`src/hdl/tsa_pkg.sv`:
```
// Shared constants for the touch converter control ends
package tsa_pkg;
	localparam logic [6:0] REG_ADC     = 7'h00;
	localparam logic [6:0] REG_CTRL2   = 7'h01;
	localparam logic [6:0] REG_REF     = 7'h03;
	localparam logic [6:0] REG_CFG     = 7'h05;
	localparam logic [6:0] REG_CLKSEL  = 7'h46;
	localparam logic [6:0] REG_RES0    = 7'h08;
	localparam int         NCH         = 6;
	localparam int         CH_X        = 0;
	localparam int         CH_Y        = 1;
	localparam int         CH_Z1       = 2;
	localparam int         CH_Z2       = 3;
	localparam int         CH_BAT      = 4;
	localparam int         CH_AUX      = 5;
	localparam int         SCAN_LSB    = 10;
	localparam int         RES_LSB     = 8;
	localparam int         DIV_LSB     = 4;
	localparam int         PMODE_LSB   = 14;
	localparam int         HOSTCTL_BIT = 12;
	localparam int         CLK17_BIT   = 13;
	localparam int         REF_LVL_BIT = 0;
	localparam int         REF_OFF_BIT = 1;
	localparam int         PRE_LSB     = 3;
	localparam int         SENSE_LSB   = 0;
	localparam logic [3:0] SCAN_NONE   = 4'h0;
	localparam logic [3:0] SCAN_XY     = 4'h1;
	localparam logic [3:0] SCAN_XYZ    = 4'h2;
	localparam logic [3:0] SCAN_X      = 4'h3;
	localparam logic [3:0] SCAN_Y      = 4'h4;
	localparam logic [3:0] SCAN_Z      = 4'h5;
	localparam logic [3:0] SCAN_BAT    = 4'h6;
	localparam logic [3:0] SCAN_AUX    = 4'h7;
	localparam logic [1:0] RES_12      = 2'h0;
	localparam logic [1:0] RES_8       = 2'h1;
	localparam logic [1:0] RES_10      = 2'h2;
	localparam logic [1:0] PM_PEN      = 2'h0;
	localparam logic [1:0] PM_DAV      = 2'h1;
	localparam int         NUM_13      = 13;
	localparam int         NUM_17      = 17;
	localparam int         DEN_PLL_13  = 160;
	localparam int         DEN_PLL_17  = 192;
	localparam int         DEN_Q_13    = 10;
	localparam int         DEN_Q_17    = 12;
	localparam int         REF_CLK_HZ  = 200_000_000;
	localparam int         OSC_HZ      = 8_000_000;
	localparam int         OSC_DIV     = REF_CLK_HZ / OSC_HZ;
	localparam int         FRAME_BITS  = 32;
	localparam int         HDR_BITS    = 16;
	localparam int         RNW_BIT     = 15;
	localparam int         ADDR_LSB    = 7;
	localparam logic [15:0] RST_ADC    = 16'h0000;
	localparam logic [15:0] RST_CTRL2  = 16'h0000;
	localparam logic [15:0] RST_REF    = 16'h0000;
	localparam logic [15:0] RST_CFG    = 16'h0000;
	localparam logic [15:0] RST_CLKSEL = 16'h0000;
endpackage : tsa_pkg

```
`src/hdl/tsa_if.sv`:
```
// Pin carrier between the touch converter and its host
`timescale 1ns/1ps
interface tsa_if;
	logic sclk;
	logic cs_n;
	logic mosi;
	logic miso_o;
	logic miso_oe;
	logic miso_w;
	logic touch_or_result_ready_n;
	// Undriven data line floats high
	assign miso_w = miso_oe ? miso_o : 1'b1;
	modport dev (input sclk, input cs_n, input mosi, output miso_o, output miso_oe,
		output touch_or_result_ready_n);
	modport host (output sclk, output cs_n, output mosi, input miso_w, input touch_or_result_ready_n);
endinterface : tsa_if

```
`src/hdl/tsa_dev.sv`:
```
// Touch converter control: registers, clocking, sequencing, pen/data-ready pin
`timescale 1ns/1ps
module tsa_dev #(
	parameter int STAB_TICKS = 4
) (
	// Clock and reset
	input  wire logic        ref_clk,
	input  wire logic        nrst,
	// Host link
	tsa_if.dev               link,
	// Panel and converter analog side
	input  wire logic        xp_level,
	input  wire logic        hw_pd,
	input  wire logic        adc_above,
	output logic             ydrv_gnd,
	output logic             xp_pullup_en,
	output logic             precharge_en,
	output logic [2:0]       drv_sel,
	output logic             sar_sample,
	output logic [11:0]      sar_code,
	output logic             ratiometric,
	output logic             int_ref_on,
	output logic             ref_2v5,
	// Audio clocking
	input  wire logic        audio_on,
	input  wire logic        mclk_tick,
	input  wire logic        pll_en,
	input  wire logic [5:0]  pll_k,
	input  wire logic [2:0]  pll_p,
	input  wire logic [3:0]  q_div,
	output logic             osc_pd
);
	localparam int NCH = tsa_pkg::NCH;

	typedef enum logic [2:0] {ST_IDLE, ST_PRE, ST_SENSE, ST_SETTLE, ST_CONV} tsa_state_t;

	function automatic logic [NCH-1:0] set_mask(input logic [3:0] scan);
		case (scan)
			tsa_pkg::SCAN_XY:  set_mask = 6'b000011;
			tsa_pkg::SCAN_XYZ: set_mask = 6'b001111;
			tsa_pkg::SCAN_X:   set_mask = 6'b000001;
			tsa_pkg::SCAN_Y:   set_mask = 6'b000010;
			tsa_pkg::SCAN_Z:   set_mask = 6'b001100;
			tsa_pkg::SCAN_BAT: set_mask = 6'b010000;
			tsa_pkg::SCAN_AUX: set_mask = 6'b100000;
			default:           set_mask = 6'b000000;
		endcase
	endfunction : set_mask

	function automatic logic [3:0] res_top(input logic [1:0] res);
		case (res)
			tsa_pkg::RES_8:  res_top = 4'h7;
			tsa_pkg::RES_10: res_top = 4'h9;
			default:         res_top = 4'hb;
		endcase
	endfunction : res_top

	logic [15:0]    adc_q, ctrl2_q, ref_q, cfg_q, clksel_q;
	logic [11:0]    res_q [NCH];
	logic [NCH-1:0] unread_q;
	tsa_state_t     st_q;
	logic [2:0]     ch_q;
	logic [3:0]     bit_q, cnt_q;
	logic           dav_q, pen_latch_q, pen_n_q;

	// Serial slave: 16-bit header then 16 data bits
	logic        sclk_q;
	logic [5:0]  bits_q;
	logic [15:0] sh_q, rd_q;
	logic        rise, hdr_done, wr_done, hdr_q;
	logic [6:0]  addr, addr_q;
	logic [15:0] hdr_word;
	assign rise     = link.sclk & ~sclk_q;
	assign hdr_word = {sh_q[14:0], link.mosi};
	assign hdr_done = rise & (bits_q == 6'(tsa_pkg::HDR_BITS - 1));
	// Read frames write nothing; address held past the header
	assign wr_done  = rise & (bits_q == 6'(tsa_pkg::FRAME_BITS - 1)) & ~link.cs_n & ~hdr_q;
	assign addr     = hdr_done ? hdr_word[tsa_pkg::ADDR_LSB +: 7] : addr_q;

	always_ff @(posedge ref_clk or negedge nrst) begin
		if (!nrst) begin
			sclk_q <= 1'b0;
			bits_q <= 6'h00;
			sh_q   <= 16'h0000;
		end else begin
			sclk_q <= link.sclk;
			if (link.cs_n) begin
				bits_q <= 6'h00;
			end else if (rise) begin
				bits_q <= bits_q + 6'h01;
				sh_q   <= {sh_q[14:0], link.mosi};
			end
		end
	end

	logic rd_hit;
	logic [15:0] rd_data;
	always_comb begin
		rd_data = 16'h0000;
		rd_hit  = 1'b0;
		if (addr == tsa_pkg::REG_ADC) begin
			rd_data = adc_q;
		end else if (addr == tsa_pkg::REG_CTRL2) begin
			rd_data = {ctrl2_q[15:1], dav_q};
		end else if (addr == tsa_pkg::REG_REF) begin
			rd_data = ref_q;
		end else if (addr == tsa_pkg::REG_CFG) begin
			rd_data = cfg_q;
		end else if (addr == tsa_pkg::REG_CLKSEL) begin
			rd_data = clksel_q;
		end else if (addr >= tsa_pkg::REG_RES0 && addr < tsa_pkg::REG_RES0 + 7'(NCH)) begin
			rd_data = {4'h0, res_q[3'(addr - tsa_pkg::REG_RES0)]};
			rd_hit  = 1'b1;
		end
	end

	// Read data leaves MSB first; host samples before each shift
	always_ff @(posedge ref_clk or negedge nrst) begin
		if (!nrst) begin
			rd_q   <= 16'h0000;
			hdr_q  <= 1'b0;
			addr_q <= 7'h00;
		end else if (hdr_done) begin
			rd_q   <= rd_data;
			hdr_q  <= hdr_word[tsa_pkg::RNW_BIT];
			addr_q <= hdr_word[tsa_pkg::ADDR_LSB +: 7];
		end else if (rise) begin
			rd_q <= {rd_q[14:0], 1'b0};
		end else if (link.cs_n) begin
			hdr_q <= 1'b0;
		end
	end
	assign link.miso_o  = rd_q[15];
	assign link.miso_oe = ~link.cs_n & hdr_q;

	logic wr_adc, wr_adc_q;
	assign wr_adc = wr_done & (addr == tsa_pkg::REG_ADC);
	// Start a cycle late so the new scan field is decoded
	always_ff @(posedge ref_clk or negedge nrst) begin
		if (!nrst) begin
			wr_adc_q <= 1'b0;
		end else begin
			wr_adc_q <= wr_adc;
		end
	end
	always_ff @(posedge ref_clk or negedge nrst) begin
		if (!nrst) begin
			adc_q    <= tsa_pkg::RST_ADC;
			ctrl2_q  <= tsa_pkg::RST_CTRL2;
			ref_q    <= tsa_pkg::RST_REF;
			cfg_q    <= tsa_pkg::RST_CFG;
			clksel_q <= tsa_pkg::RST_CLKSEL;
		end else if (wr_done) begin
			if (addr == tsa_pkg::REG_ADC) adc_q <= {sh_q[14:0], link.mosi};
			if (addr == tsa_pkg::REG_CTRL2) ctrl2_q <= {sh_q[14:0], link.mosi};
			if (addr == tsa_pkg::REG_REF) ref_q <= {sh_q[14:0], link.mosi};
			if (addr == tsa_pkg::REG_CFG) cfg_q <= {sh_q[14:0], link.mosi};
			if (addr == tsa_pkg::REG_CLKSEL) clksel_q <= {sh_q[14:0], link.mosi};
		end
	end

	assign ref_2v5    = ref_q[tsa_pkg::REF_LVL_BIT];
	assign int_ref_on = ~ref_q[tsa_pkg::REF_OFF_BIT];
	assign ratiometric = (st_q != ST_IDLE) && (ch_q < 3'(tsa_pkg::CH_BAT));

	// Base 8 MHz tick: oscillator or master-clock ratio
	logic [4:0]  osc_q;
	logic [15:0] acc_q;
	logic [15:0] num, den;
	logic        base_tick, nco_tick;
	assign osc_pd = audio_on;
	always_comb begin
		if (pll_en) begin
			num = clksel_q[tsa_pkg::CLK17_BIT] ? 16'(pll_k * tsa_pkg::NUM_17) : 16'(pll_k * tsa_pkg::NUM_13);
			den = clksel_q[tsa_pkg::CLK17_BIT] ? 16'(pll_p * tsa_pkg::DEN_PLL_17) : 16'(pll_p * tsa_pkg::DEN_PLL_13);
		end else begin
			num = clksel_q[tsa_pkg::CLK17_BIT] ? 16'(tsa_pkg::NUM_17) : 16'(tsa_pkg::NUM_13);
			den = clksel_q[tsa_pkg::CLK17_BIT] ? 16'(q_div * tsa_pkg::DEN_Q_17) : 16'(q_div * tsa_pkg::DEN_Q_13);
		end
	end
	assign nco_tick  = mclk_tick && (den != 16'h0000) && (acc_q + num >= den);
	assign base_tick = audio_on ? nco_tick : (osc_q == 5'(tsa_pkg::OSC_DIV - 1));
	always_ff @(posedge ref_clk or negedge nrst) begin
		if (!nrst) begin
			osc_q <= 5'h00;
			acc_q <= 16'h0000;
		end else begin
			osc_q <= (audio_on || osc_q == 5'(tsa_pkg::OSC_DIV - 1)) ? 5'h00 : osc_q + 5'h01;
			if (!audio_on && mclk_tick == 1'b0) begin
				acc_q <= acc_q;
			end
			if (audio_on && mclk_tick) begin
				acc_q <= nco_tick ? acc_q + num - den : acc_q + num;
			end
		end
	end

	logic [2:0] div_q;
	logic       conv_tick;
	always_ff @(posedge ref_clk or negedge nrst) begin
		if (!nrst) begin
			div_q <= 3'h0;
		end else if (base_tick) begin
			div_q <= div_q + 3'h1;
		end
	end
	assign conv_tick = base_tick && ((div_q & ((3'h1 << adc_q[tsa_pkg::DIV_LSB +: 2]) - 3'h1)) == 3'h0);

	// Sequencer
	logic [NCH-1:0] mask;
	logic           touch, host_ctl, start, last_ch;
	logic [2:0]     next_ch;
	// Scan field sets the result set
	assign mask     = set_mask(adc_q[tsa_pkg::SCAN_LSB +: 4]);
	assign host_ctl = ctrl2_q[tsa_pkg::HOSTCTL_BIT];
	assign touch    = ~xp_level & ~hw_pd & xp_pullup_en;
	// Host start only, or also at touch
	assign start    = wr_adc_q | (~host_ctl & touch & (mask[3:0] != 4'h0));
	always_comb begin
		next_ch = ch_q;
		last_ch = 1'b1;
		for (int i = NCH - 1; i >= 0; i--) begin
			if (i > int'(ch_q) && mask[i]) begin
				next_ch = 3'(i);
				last_ch = 1'b0;
			end
		end
	end
	logic [2:0] first_ch;
	always_comb begin
		first_ch = 3'h0;
		for (int i = NCH - 1; i >= 0; i--) begin
			if (mask[i]) first_ch = 3'(i);
		end
	end

	logic set_done;
	assign set_done = (st_q == ST_CONV) && conv_tick && (bit_q == 4'h0) && last_ch;
	always_ff @(posedge ref_clk or negedge nrst) begin
		if (!nrst) begin
			st_q     <= ST_IDLE;
			ch_q     <= 3'h0;
			cnt_q    <= 4'h0;
			bit_q    <= 4'h0;
			sar_code <= 12'h000;
		end else begin
			case (st_q)
				ST_IDLE: begin
					if (start && mask != '0 && !hw_pd) begin
						ch_q  <= first_ch;
						cnt_q <= 4'h0;
						st_q  <= (first_ch < 3'(tsa_pkg::CH_BAT)) ? ST_PRE : ST_SETTLE;
					end
				end
				ST_PRE: begin
					if (base_tick) cnt_q <= cnt_q + 4'h1;
					if (base_tick && cnt_q >= {1'b0, cfg_q[tsa_pkg::PRE_LSB +: 3]}) begin
						cnt_q <= 4'h0;
						st_q  <= ST_SENSE;
					end
				end
				ST_SENSE: begin
					if (base_tick) cnt_q <= cnt_q + 4'h1;
					if (base_tick && cnt_q >= {1'b0, cfg_q[tsa_pkg::SENSE_LSB +: 3]}) begin
						cnt_q <= 4'h0;
						st_q  <= xp_level ? ST_IDLE : ST_SETTLE;
					end
				end
				ST_SETTLE: begin
					if (conv_tick) cnt_q <= cnt_q + 4'h1;
					if (conv_tick && cnt_q == 4'(STAB_TICKS - 1)) begin
						// Fewer bit cycles at low resolution
						bit_q    <= res_top(adc_q[tsa_pkg::RES_LSB +: 2]);
						sar_code <= 12'h001 << res_top(adc_q[tsa_pkg::RES_LSB +: 2]);
						st_q     <= ST_CONV;
					end
				end
				ST_CONV: begin
					if (conv_tick) begin
						sar_code[bit_q] <= adc_above;
						if (bit_q != 4'h0) begin
							sar_code[bit_q - 4'h1] <= 1'b1;
							bit_q                 <= bit_q - 4'h1;
						end else begin
							ch_q  <= next_ch;
							cnt_q <= 4'h0;
							st_q  <= last_ch ? ST_IDLE : (next_ch < 3'(tsa_pkg::CH_BAT) ? ST_PRE : ST_SETTLE);
						end
					end
				end
				default: st_q <= ST_IDLE;
			endcase
		end
	end
	assign sar_sample = (st_q == ST_SETTLE);
	assign drv_sel    = ch_q;

	// Panel bias: idle touch detect, pull-up also in ST_SENSE, precharge in ST_PRE
	assign ydrv_gnd     = (st_q == ST_IDLE) & ~hw_pd;
	assign xp_pullup_en = ((st_q == ST_IDLE) | (st_q == ST_SENSE)) & ~hw_pd;
	assign precharge_en = (st_q == ST_PRE);

	// Result store and unread tracking; completion beats a same-cycle read
	logic [NCH-1:0] rd_clr;
	assign rd_clr = (hdr_done && rd_hit) ? NCH'(1) << 3'(addr - tsa_pkg::REG_RES0) : '0;
	always_ff @(posedge ref_clk or negedge nrst) begin
		if (!nrst) begin
			for (int i = 0; i < NCH; i++) res_q[i] <= 12'h000;
			unread_q <= '0;
		end else begin
			// Code already right-aligned: trials start at its top bit
			if (st_q == ST_CONV && conv_tick && bit_q == 4'h0) begin
				res_q[ch_q] <= {sar_code[11:1], adc_above};
			end
			unread_q <= set_done ? mask : (unread_q & ~rd_clr);
		end
	end

	always_ff @(posedge ref_clk or negedge nrst) begin
		if (!nrst) begin
			dav_q <= 1'b0;
		end else if (set_done) begin
			dav_q <= 1'b1;
		end else if ((unread_q & ~rd_clr) == '0) begin
			dav_q <= 1'b0;
		end
	end

	// Touch latch cleared by set done
	always_ff @(posedge ref_clk or negedge nrst) begin
		if (!nrst) begin
			pen_latch_q <= 1'b0;
		end else if (touch) begin
			pen_latch_q <= 1'b1;
		end else if (set_done) begin
			pen_latch_q <= 1'b0;
		end
	end

	always_ff @(posedge ref_clk or negedge nrst) begin
		if (!nrst) begin
			pen_n_q <= 1'b1;
		end else begin
			case (ctrl2_q[tsa_pkg::PMODE_LSB +: 2])
				tsa_pkg::PM_PEN: pen_n_q <= ~touch;
				tsa_pkg::PM_DAV: pen_n_q <= ~dav_q;
				default:         pen_n_q <= ~(pen_latch_q | touch);
			endcase
		end
	end
	assign link.touch_or_result_ready_n = pen_n_q;
endmodule : tsa_dev

```
`src/flat_wrapper.sv`:
```
// flat-port wrapper written by rule: the top's interface ports become plain ports
module tsa_dev_flat 
#(
	parameter int STAB_TICKS = 4
)
  (ref_clk, nrst, xp_level, hw_pd, adc_above, ydrv_gnd, xp_pullup_en, precharge_en, drv_sel, sar_sample, sar_code, ratiometric, int_ref_on, ref_2v5, audio_on, mclk_tick, pll_en, pll_k, pll_p, q_div, osc_pd, link_sclk, link_cs_n, link_mosi, link_miso_o, link_miso_oe, link_touch_or_result_ready_n);
  tsa_if link_i ();
  input  wire logic ref_clk;
  input  wire logic nrst;
  input  wire logic xp_level;
  input  wire logic hw_pd;
  input  wire logic adc_above;
  output logic ydrv_gnd;
  output logic xp_pullup_en;
  output logic precharge_en;
  output logic [2:0] drv_sel;
  output logic sar_sample;
  output logic [11:0] sar_code;
  output logic ratiometric;
  output logic int_ref_on;
  output logic ref_2v5;
  input  wire logic audio_on;
  input  wire logic mclk_tick;
  input  wire logic pll_en;
  input  wire logic [5:0] pll_k;
  input  wire logic [2:0] pll_p;
  input  wire logic [3:0] q_div;
  output logic osc_pd;
  input wire logic [$bits(link_i.sclk)-1:0] link_sclk;
  input wire logic [$bits(link_i.cs_n)-1:0] link_cs_n;
  input wire logic [$bits(link_i.mosi)-1:0] link_mosi;
  output wire logic [$bits(link_i.miso_o)-1:0] link_miso_o;
  output wire logic [$bits(link_i.miso_oe)-1:0] link_miso_oe;
  output wire logic [$bits(link_i.touch_or_result_ready_n)-1:0] link_touch_or_result_ready_n;
  assign link_i.sclk = link_sclk;
  assign link_i.cs_n = link_cs_n;
  assign link_i.mosi = link_mosi;
  assign link_miso_o = link_i.miso_o;
  assign link_miso_oe = link_i.miso_oe;
  assign link_touch_or_result_ready_n = link_i.touch_or_result_ready_n;
  tsa_dev #(.STAB_TICKS(STAB_TICKS)) u_core (.ref_clk(ref_clk), .nrst(nrst), .link(link_i), .xp_level(xp_level), .hw_pd(hw_pd), .adc_above(adc_above), .ydrv_gnd(ydrv_gnd), .xp_pullup_en(xp_pullup_en), .precharge_en(precharge_en), .drv_sel(drv_sel), .sar_sample(sar_sample), .sar_code(sar_code), .ratiometric(ratiometric), .int_ref_on(int_ref_on), .ref_2v5(ref_2v5), .audio_on(audio_on), .mclk_tick(mclk_tick), .pll_en(pll_en), .pll_k(pll_k), .pll_p(pll_p), .q_div(q_div), .osc_pd(osc_pd));
endmodule
```
`config.mk`:
```
export PLATFORM = sky130hd
export DESIGN_NAME = tsa_dev_flat
export DESIGN_NICKNAME = d
export VERILOG_FILES = /design/src/hdl/tsa_pkg.sv /design/src/hdl/tsa_if.sv /design/src/hdl/tsa_dev.sv /design/src/flat_wrapper.sv
export SDC_FILE = /design/constraint.sdc
export NUM_CORES = 1
export LEC_CHECK = 0
export ABC_AREA = 1
export BUFFER_PORTS_ARGS = -buffer_cell sky130_fd_sc_hd__buf_2
export CORE_MARGIN = 2
export CORE_UTILIZATION = 63
export CTS_CLUSTER_DIAMETER = 30
export DETAILED_ROUTE_END_ITERATION = 10
export GPL_ROUTABILITY_DRIVEN = 0
export PLACE_DENSITY_LB_ADDON = 0.12
export SLEW_MARGIN = 20
export SYNTH_ARGS = -nofsm -noshare
export SYNTH_HDL_FRONTEND = slang
export SYNTH_SLANG_ARGS = --single-unit
export TNS_END_PERCENT = 1
```
`constraint.sdc`:
```
create_clock -name ref_clk -period 4.01 [get_ports ref_clk]
set_input_delay 0.802 -clock ref_clk [delete_from_list [all_inputs] [get_ports ref_clk]]
set_output_delay 0.802 -clock ref_clk [all_outputs]
set_load 0.05 [all_outputs]
```
# [Word-level counts from Yosys, hierarchy flattened]
# Cells that the tools add are included.
[word_totals] regBits=258 in_bits=24 output_inout_bits=26 wordCells=284
[op_classes] addsub=9 n_mul=6 magnitude_cmp=20 n_eq_ne=31 shift=3 n_mux=97 n_bitwise=32 n_reduce_logical=56
[ops] cell="$mux 16" n=10
[ops] cell="$mux 12" n=7
[ops] cell="$bwmux 72" n=1
[ops] cell="$mux 3" n=21
[ops] cell="$mux 4" n=11
[ops] cell="$pmux 6 s7" n=1
[ops] cell="$bmux 12 s3" n=1
[ops] cell="$demux 12 s3" n=1
[ops] cell="$mux 6" n=4
[ops] cell="$pmux 12 s2" n=1
[ops] cell="$logic_and 1x1->1" n=23
[ops] cell="$mux 11" n=2
[ops] cell="$mux 1" n=21
[ops] cell="$pmux 4 s5" n=1
[ops] cell="$add 16x16->16" n=1
[ops] cell="$eq 4x3->1 const B" n=4
[ops] cell="$ge 16x16->1" n=1
[ops] cell="$pmux 4 s2" n=2
[ops] cell="$reduce_bool 16->1" n=1
[ops] cell="$sub 16x16->16" n=1
[ops] cell="$pmux 3 s5" n=1
[ops] cell="$reduce_and 2->1" n=7
[ops] cell="$reduce_bool 2->1" n=7
[ops] cell="$and 1x1->1" n=13
[ops] cell="other kinds (72)" n=111

# [Depth between registers and ports, before layout]
# Gate-level depths: netlist of the first run.
[logic_depth] word_depth=19 depth_mapped=36 mapped_depth_nobuf=35

# [Worst setup path before layout of the first run]
# OpenSTA, ideal clock, no wires.
[synth_path] path_kind="input port to flip-flop" startpoint="in pll_k[2]" endpoint="reg u_core.cnt_q[3]" setup_ps=116 t_arrival_ps=5214 t_required_ps=3894 slack_ps=-1320 path_stages=35 n_path_buf=1 path_cell_list="ha_1 -> inv_1 -> fa_1 -> inv_1 -> ha_1 -> a21oi_1 -> inv_1 -> a31oi_1 -> inv_1 -> a21oi_1 -> o21ai_0 -> xor2_1 -> o221ai_1 -> inv_1 -> ha_1 -> nand2_1 -> inv_2 -> nand2_1 -> nand2_1 -> a31oi_1 -> xnor2_1 -> ha_1 -> a21oi_1 -> nor2_1 -> nor2_1 -> nand3_1 -> nand3_1 -> nand2_2 -> buf_2 -> o21ai_0 -> inv_1 -> nand2_1 -> nand2_1 -> nand2_1 -> nand2_1"
[synth_between] elab_chain_len=10 elab_cells_between_ends=18 classes_between="add/sub (1); mul (2); order compare (1); eq/ne (2); mux (7); reduce/logical (5)"
[synth_rtl] element="start, declared" line="flat_wrapper.sv:25" source="input wire logic [5:0] pll_k;"
[synth_rtl] element="$mul 6x4->10 / $mul 6x5->11 (equally long branches)" line="tsa_dev.sv:174" source="num = clksel_q[tsa_pkg::CLK17_BIT] ? 16'(pll_k * tsa_pkg::NUM_17) : 16'(pll_k * tsa_pkg::NUM_13);"
[synth_rtl] element="$mux 11 *" line="tsa_dev.sv:174"
[synth_rtl] element="$mux 16 *" line="tsa_dev.sv:173" source="if (pll_en) begin"
[synth_rtl] element="$add 16x16->16 *" line="tsa_dev.sv:181" source="assign nco_tick = mclk_tick && (den != 16'h0000) && (acc_q + num >= den);"
[synth_rtl] element="$ge 16x16->1 *" line="tsa_dev.sv:181"
[synth_rtl] element="$logic_and 1x1->1 *" line="tsa_dev.sv:181"
[synth_rtl] element="$mux 1 *" line="tsa_dev.sv:182" source="assign base_tick = audio_on ? nco_tick : (osc_q == 5'(tsa_pkg::OSC_DIV - 1));"
[synth_rtl] element="$mux 4, or another cell as far along"
[synth_rtl] element="$mux 4, or another cell as far along" line="tsa_dev.sv:264" source="if (base_tick && cnt_q >= {1'b0, cfg_q[tsa_pkg::SENSE_LSB +: 3]}) begin"
[synth_rtl] element="$pmux 4 s5 / $reduce_and 5->1 (equally long branches)"
[synth_rtl] element="end signal, assigned" line="tsa_dev.sv:256" source="if (base_tick) cnt_q <= cnt_q + 4'h1;"
[synth_rtl] element="end signal, assigned" line="tsa_dev.sv:263" source="if (base_tick) cnt_q <= cnt_q + 4'h1;"
[synth_rtl] element="end signal, assigned" line="tsa_dev.sv:270" source="if (conv_tick) cnt_q <= cnt_q + 4'h1;"
[synth_rtl] element="end, declared" line="tsa_dev.sv:63" source="logic [3:0] bit_q, cnt_q;"
# Mark *: on every way between the ends. The rest lies on a longest branch, timed or not.
# A chain may end at the register's enable or synchronous reset.

# [Worst setup path in the final report of the first run]
[layout_path] startpoint="in pll_k[2]" endpoint="reg u_core.res_q[29] (netlist bit)"
[layout_between] elab_chain_len=10 elab_cells_between_ends=11 classes_between="add/sub (1); mul (2); order compare (1); mux (3); reduce/logical (4)"
[layout_rtl] element="$mul 6x4->10 / $mul 6x5->11 (equally long branches)" line="tsa_dev.sv:174"
[layout_rtl] element="$mux 11 *" line="tsa_dev.sv:174"
[layout_rtl] element="$mux 16 *" line="tsa_dev.sv:173"
[layout_rtl] element="$add 16x16->16 *" line="tsa_dev.sv:181"
[layout_rtl] element="$ge 16x16->1 *" line="tsa_dev.sv:181"
[layout_rtl] element="$logic_and 1x1->1 *" line="tsa_dev.sv:181"
[layout_rtl] element="$mux 1 *" line="tsa_dev.sv:182"
[layout_rtl] element="$logic_and 1x1->1 *" line="tsa_dev.sv:207" source="assign conv_tick = base_tick && ((div_q & ((3'h1 << adc_q[tsa_pkg::DIV_LSB +: 2]) - 3'h1)) == 3'h0);"
[layout_rtl] element="$logic_and 1x1->1 * (2 in a row)" line="tsa_dev.sv:312" source="if (st_q == ST_CONV && conv_tick && bit_q == 4'h0) begin"
[layout_rtl] element="end signal, assigned by index" line="tsa_dev.sv:313" source="res_q[ch_q] <= {sar_code[11:1], adc_above};"
[layout_rtl] element="end, declared" line="tsa_dev.sv:59" source="logic [11:0] res_q [NCH];"
# Marked as above.

==> flow_metrics.tcl, run 1 <==
set metrics [dict create \
    status "finished with violations" \
    violations "negative setup slack" \
    crit_top_cell "inv_2" \
    via_per_inst 5.84 \
    setup.worst_path.class "in -> reg" \
    clkLatencyLatePin_ps 560 \
    htree_levels 2 \
    p_per_area_nw_per_um2 566 \
    ys_types 60 \
    syn-num-nets 2075 \
    drtIter0Drc 1265 \
    final_nets 2252 \
    grt_pass1_vias 14500 \
    grt_pass1_wl_mm 70.4 \
    fp.dieH_um 159 \
    start_kind "input port" \
    period_needed_ps 5110 \
    core-area_um2 23500 \
    tightest_slew_ps 800 \
    dp_hpwl_mm 28.3 \
    drc 0 \
    slew_violations 0 \
    ys_ff_latch 257 \
    cts_buffer_depth 3 \
    synth_area_um2 15200 \
    syn_area_per_cell_um2 7.70 \
    clock-root-buffer "clkbuf_16" \
    crit_fanout 6 \
    start_util_pct 64.4 \
    ant_nets 0 \
    critical-path-top-delay-family "adder cells" \
    required_ps 4440 \
    ys_warn_count 0 \
    dp.cells 2398 \
    path_clk_slew_ps 50 \
    diodes 0 \
    critical_path.endpoint_type "flip-flop" \
    cp.arrival_ps 5540 \
    num_io_pins 50 \
    rows 56 \
    fin_crit_sh_pct 127 \
    rr_worst_depth 25 \
    areaGrowthSynthToFinish_pct 25.0 \
    cp.buffers_inverters 8 \
    layout_setup_ws_ps -1100 \
    grt_antenna_before_repair 0 \
    cts_hold_buf 0 \
    grt_start_max_net_pins 99 \
    vdd_ir_drop_max_mv 0.444 \
    clock-sinks 257 \
    layoutNonFillerInstCount 2510 \
    overflow 0 \
    cts_tree "done" \
    portBuffers 49 \
    hp-class "in -> async" \
    dieArea_um2 25300 \
    totalWireLength_mm 43.2 \
    drt_pass1_iterations 8 \
    cellLeakagePower_nw 9.50 \
    fin_skew_ps 17.4 \
    synth_edf_count 0 \
    seq_area_frac_synth_pct 42.4 \
    rsz0062_at_grt "yes" \
    fin_setup_tns_ps -115900 \
    numCtsBuffers 53 \
    n_fill_cell 1541 \
    hold_violations 0 \
    ys.flop_type "dfrtp_1" \
    slowest_delay_ps 510 \
    maxCapViolCount 0 \
    total_power_w 0.0107 \
    num_vias 14600 \
    drive_above_1_share_pct 20.4 \
    track_usage_pct 33.5 \
    fmax_mhz 196 \
    slew_headroom_pct 46.7 \
    wl_per_cell_um 17.2 \
    crit_slowest_cell "fa_1" \
    async_flop_share_pct 100 \
    netlist_instances 1969 \
    finalSetupViolCount 124 \
    path_depth 33 \
    post-route-util_pct 80.5 \
    die_w_um 159 \
    pre_cts_slack_ps -1720 \
]
worst paths after layout:
check / startpoint / endpoint / slack, ps
min: nrst / u_core.acc_q[0] / 270
max reg2reg: u_core.clksel_q[13] / u_core.acc_q[15] / -100
max in group asynchronous: nrst / u_core.res_q[44] / 2760
max: pll_k[2] / u_core.res_q[29] / -1100
min in group ref_clk: link_sclk / u_core.sclk_q / 400
min reg2reg: u_core.sh_q[2] / u_core.sh_q[3] / 480
state kept, by name, summed over array words and instances, names as in the netlist, 16 cells and up:
name / cells
u_core.acc_q: 16
u_core.cfg_q: 16
u_core.adc_q: 16
u_core.rd_q: 16
u_core.ref_q: 16
u_core.clksel_q: 16
u_core.res_q: 72
cells in the final DEF (no fill, tap or decap), types with 10 or more instances in the layout:
cell         n
o21ai_0    150
buf_4      121
o211ai_1    10
inv_1      198
xor2_1      16
nor2_2      11
clkbuf_8    10
o22ai_1     14
dfrtp_1    256
nand2_2     32
xnor2_1     12
o21ai_2     18
clkbuf_16   58
o21bai_1    13
nor2_1      95
buf_2       46
nor3_1      11
nand2_1    556
buf_12      10
ha_1        67
a21oi_1     70
nand3_1     88
inv_2       28
o21ai_1    122
or2_2       23
worst reg2reg max path, cell delays in order (launching register included):
cell and delay, ps:
dfrtp_1 620, inv_2 170, o21ai_0 120, nand2_1 80, ha_1 350, nand2_1 130, a21oi_2 270, xor2_1 330
ha_1 310, buf_4 160, nand2_1 70, nand2_1 80, nand3_1 80, nand2_1 60, nor2_2 110, nor2_1 60
o21ai_0 140, nand2_1 100, nand2_1 100, a21oi_1 80, nor2_2 140, nand3_2 110, nor2_1 110, nand2_1 60
nand3_1 70, o21ai_0 100
power breakdown:
group | internal [W] | switching [W]
registers | 0.00275 | 0.000131
clock network | 0.00305 | 0.00148
logic | 0.00152 | 0.00180
per-stage QoR:
| stage | hold WS [ps] | cell area [um^2] |
|---|---|---|
| global route | 346 | 19000 |
| global placement | 457 | 16600 |
| floorplan | 444 | 15200 |
| detailed placement | 462 | 16600 |
| finish | 275 | 19000 |
| CTS | 313 | 18600 |
layout make-up:
class	instances	area, um^2	share of cell area [%]
Inverter	236	901	4.75
Sequential cell	257	6430	33.9
Clock inverter	27	354	1.87
Tap cell	319	399	2.11
Clock buffer	73	1520	8.03
Timing Repair Buffer	187	1520	8.01
Multi-Input combinational cell	1411	7830	41.3
cells by family after synthesis:
group                      count (synthesis)  synth area share (%)
and+or+nand+nor                          860                  24.3
AOI/OAI and AO/OA                        435                  15.8
buffers and inverters                    302                  8.29
DFF                                      257                  42.4
adders and majority gates                 82                  7.21
xor gates and xnor gates                  32                  1.85
muxes                                      1                0.0743
synth_stat cells, types with 3 or more instances:
cell type / count / area share, %
clkbuf_1: 28 / 0.69
a21oi_1: 74 / 2.4
o21ai_1: 122 / 4.0
o211ai_1: 10 / 0.50
nand3_1: 93 / 3.1
dfrtp_1: 256 / 42
nor3_1: 12 / 0.40
nand3_4: 3 / 0.35
clkinv_1: 5 / 0.12
nand3b_1: 3 / 0.15
nand2_1: 582 / 14
or2_2: 23 / 0.95
nand4_1: 9 / 0.37
inv_2: 23 / 0.57
inv_1: 206 / 5.1
buf_4: 12 / 0.59
xnor2_1: 13 / 0.75
a22oi_1: 7 / 0.35
buf_2: 19 / 0.63
buf_6: 5 / 0.37
a21boi_0: 3 / 0.15
o21bai_1: 13 / 0.64
nor2_2: 7 / 0.29
fa_1: 9 / 1.2
nand2_2: 11 / 0.45
o21ai_2: 11 / 0.64
o221ai_1: 5 / 0.29
xor2_1: 19 / 1.1
a31oi_1: 6 / 0.25
ha_1: 73 / 6.0
o22ai_1: 14 / 0.58
o21ai_0: 157 / 5.2
nor2_1: 100 / 2.5
metal layers:
layer / vias up / GRT usage, % / part of all wire, %
li1: 6772 / - / -
met1: 6985 / 43.2 / 40
met2: 737 / 56.1 / 48
met3: 153 / 5.68 / 7.6
met4: 0 / 14.9 / 4.4
met5: - / 0 / 0
repair_timing:
action                     CTS  global route
gates resized for setup     27            62
hold endpoints to repair     0             0
buffers inserted             1             5
setup endpoints to repair  124           124
pin swaps                    9            23
gates cloned                 1             5
(Power assumes the default switching activity.)
==> inputs of run 2 (changes only) <==
Settings changed: CORE_UTILIZATION 63 to 57.
Clock period 4.01 ns to 4.2 ns, I/O delays scaled along.
==> flow_metrics.tcl, run 2 (synthesis results as in run 1) <==
set metrics [dict create \
    rsz0062_at_grt "yes" \
    regMostFlops "u_core.res_q" \
    die_w_um 167 \
    slowest_delay_ps 490 \
    cts_tree "done" \
    crit_slowest_cell "fa_1" \
    comb_power_share_pct 30.7 \
    start_util_pct 58.2 \
    rr_worst_depth 25 \
    crit_top_cell "inv_2" \
    slew_violations 0 \
    required_ps 4630 \
    dp_hpwl_mm 28.1 \
    vdd_ir_drop_max_mv 0.537 \
    num_vias 14100 \
    whs_ps 269 \
    finalSetupViolCount 124 \
    totalWireLength_mm 42.9 \
    layout_common_cells "nand2_1 (558), dfrtp_1 (256), inv_1 (202)" \
    htree_levels 2 \
    hp-class "in -> async" \
    wl_per_cell_um 17.0 \
    cts_hold_buf 0 \
    setup.worst_path.class "in -> reg" \
    core-area_um2 26100 \
    maxCapViolCount 0 \
    grt_pass1_wl_mm 70.8 \
    violations "negative setup slack" \
    drt_pass1_iterations 5 \
    cp.arrival_ps 5520 \
    clock-sinks 257 \
    p_int_w 0.00719 \
    dpl-instance-area_um2 16500 \
    cts_buffer_depth 3 \
    fin_crit_sh_pct 121 \
    switching_power_w 0.00326 \
    clock-root-buffer "clkbuf_16" \
    grt_antenna_before_repair 0 \
    drtIter0Drc 1290 \
    startpoint "pll_k[2]" \
    critical_path.endpoint_type "flip-flop" \
    start_kind "input port" \
    slew_headroom_pct 54.8 \
    largest_reg_flops 72 \
    clkLatencyLatePin_ps 560 \
    path_clk_slew_ps 40 \
    pre_cts_slack_ps -1570 \
    layout_setup_ws_ps -891 \
    period_needed_ps 5090 \
    fmax_mhz 196 \
    rows 59 \
    r2r_slack_ps 210 \
    overflow 0 \
    tightest_slew_ps 678 \
    timing.rr.end "u_core.res_q[3]" \
    post-route-util_pct 73.1 \
    areaGrowthSynthToFinish_pct 25.6 \
    numCtsBuffers 54 \
    status "finished with violations" \
    final_common_cell "nand2_1" \
    setup.worst_path.end "u_core.res_q[3]" \
    track_usage_pct 31.0 \
    clkPwrFrac_pct 42.9 \
    drive_above_1_share_pct 20.4 \
    ant_nets 0 \
    crit_fanout 7 \
    dieArea_um2 27900 \
    hold_violations 0 \
    fin_setup_tns_ps -91730 \
    sequentialPowerShare_pct 26.4 \
    regToRegStartpoint "u_core.clksel_q[13]" \
    switching_share_pct 31.2 \
    fin_skew_ps 20.9 \
    grt_pass1_vias 14200 \
    diodes 0 \
    final_nets 2254 \
    grt_start_max_net_pins 83 \
    fp.dieH_um 167 \
    fin_area_um2 19000 \
    num_io_pins 50 \
    via_per_inst 5.56 \
    cellLeakagePower_nw 9.51 \
    p_per_area_nw_per_um2 549 \
    portBuffers 49 \
    drc 0 \
]
[run 2: final cells by class]
class / count / area, um^2
clock buffers: 69 / 1520
multi-input cells: 1416 / 7930
fillers: 1970 / 7010
clock inverters: 32 / 432
inverters: 236 / 893
repair buffers: 183 / 1420
well taps: 335 / 419
flip-flops and latches: 257 / 6430
[run 2: how the worst min path moves through the flow]
stage	startpoint	to	slack, ps	depth (start not counted)
final	nrst	u_core.sar_code[10]	270	1
after global routing	nrst	u_core.sar_code[8]	310	1
after CTS	nrst	u_core.sar_code[9]	300	1
after detailed placement	u_core.div_q[2]	u_core.div_q[2]	460	1
after global placement	u_core.cfg_q[8]	u_core.cfg_q[8]	460	2
after floorplan	u_core.rd_q[0]	u_core.rd_q[0]	440	2
[run 2: metal layers]
metal	part of all wire, %	global-route usage [%]	wire, um	vias to the layer above
met5	0	0	0	-
met4	3.8	13.3	1610	0
met3	5.9	4.49	2520	115
met2	48	51.5	20700	488
met1	42	40.7	18100	6683
li1	-	-	-	6782
[run 2: worst max-delay path: cells and delay by family]
family / cells / cell delay (ps)
adders and majority gates: 5 / 1560
and+or+nand+nor: 12 / 1280
AOI/OAI and AO/OA: 7 / 910
buffers and inverters: 9 / 680
xor gates and xnor gates: 2 / 250
[run 2: timing repair]
item / 4_1_cts / 5_1_grt
pin swaps: 33 / 26
cloned: 7 / 0
setup buffers: 9 / 4
gates resized for setup: 46 / 42
endpoints found under the setup margin: 124 / 124
[run 2: stage by stage]
step,total power [W],instances
6_report,0.0104,2528
5_1_grt,0.0110,2528
4_1_cts,0.0103,2524
3_5_place_dp,0.00559,2407
3_3_place_gp,0.00552,2407
2_1_floorplan,0.00447,1969
[run 2: power groups by stage]
stage / combinational, W / clock, W / sequential, W
after floorplan: 0.00172 / 0 / 0.00276
after global placement: 0.00275 / 0 / 0.00278
after detailed placement: 0.00281 / 0 / 0.00278
after CTS: 0.00303 / 0.00450 / 0.00275
after global routing: 0.00358 / 0.00466 / 0.00277
final: 0.00321 / 0.00448 / 0.00276
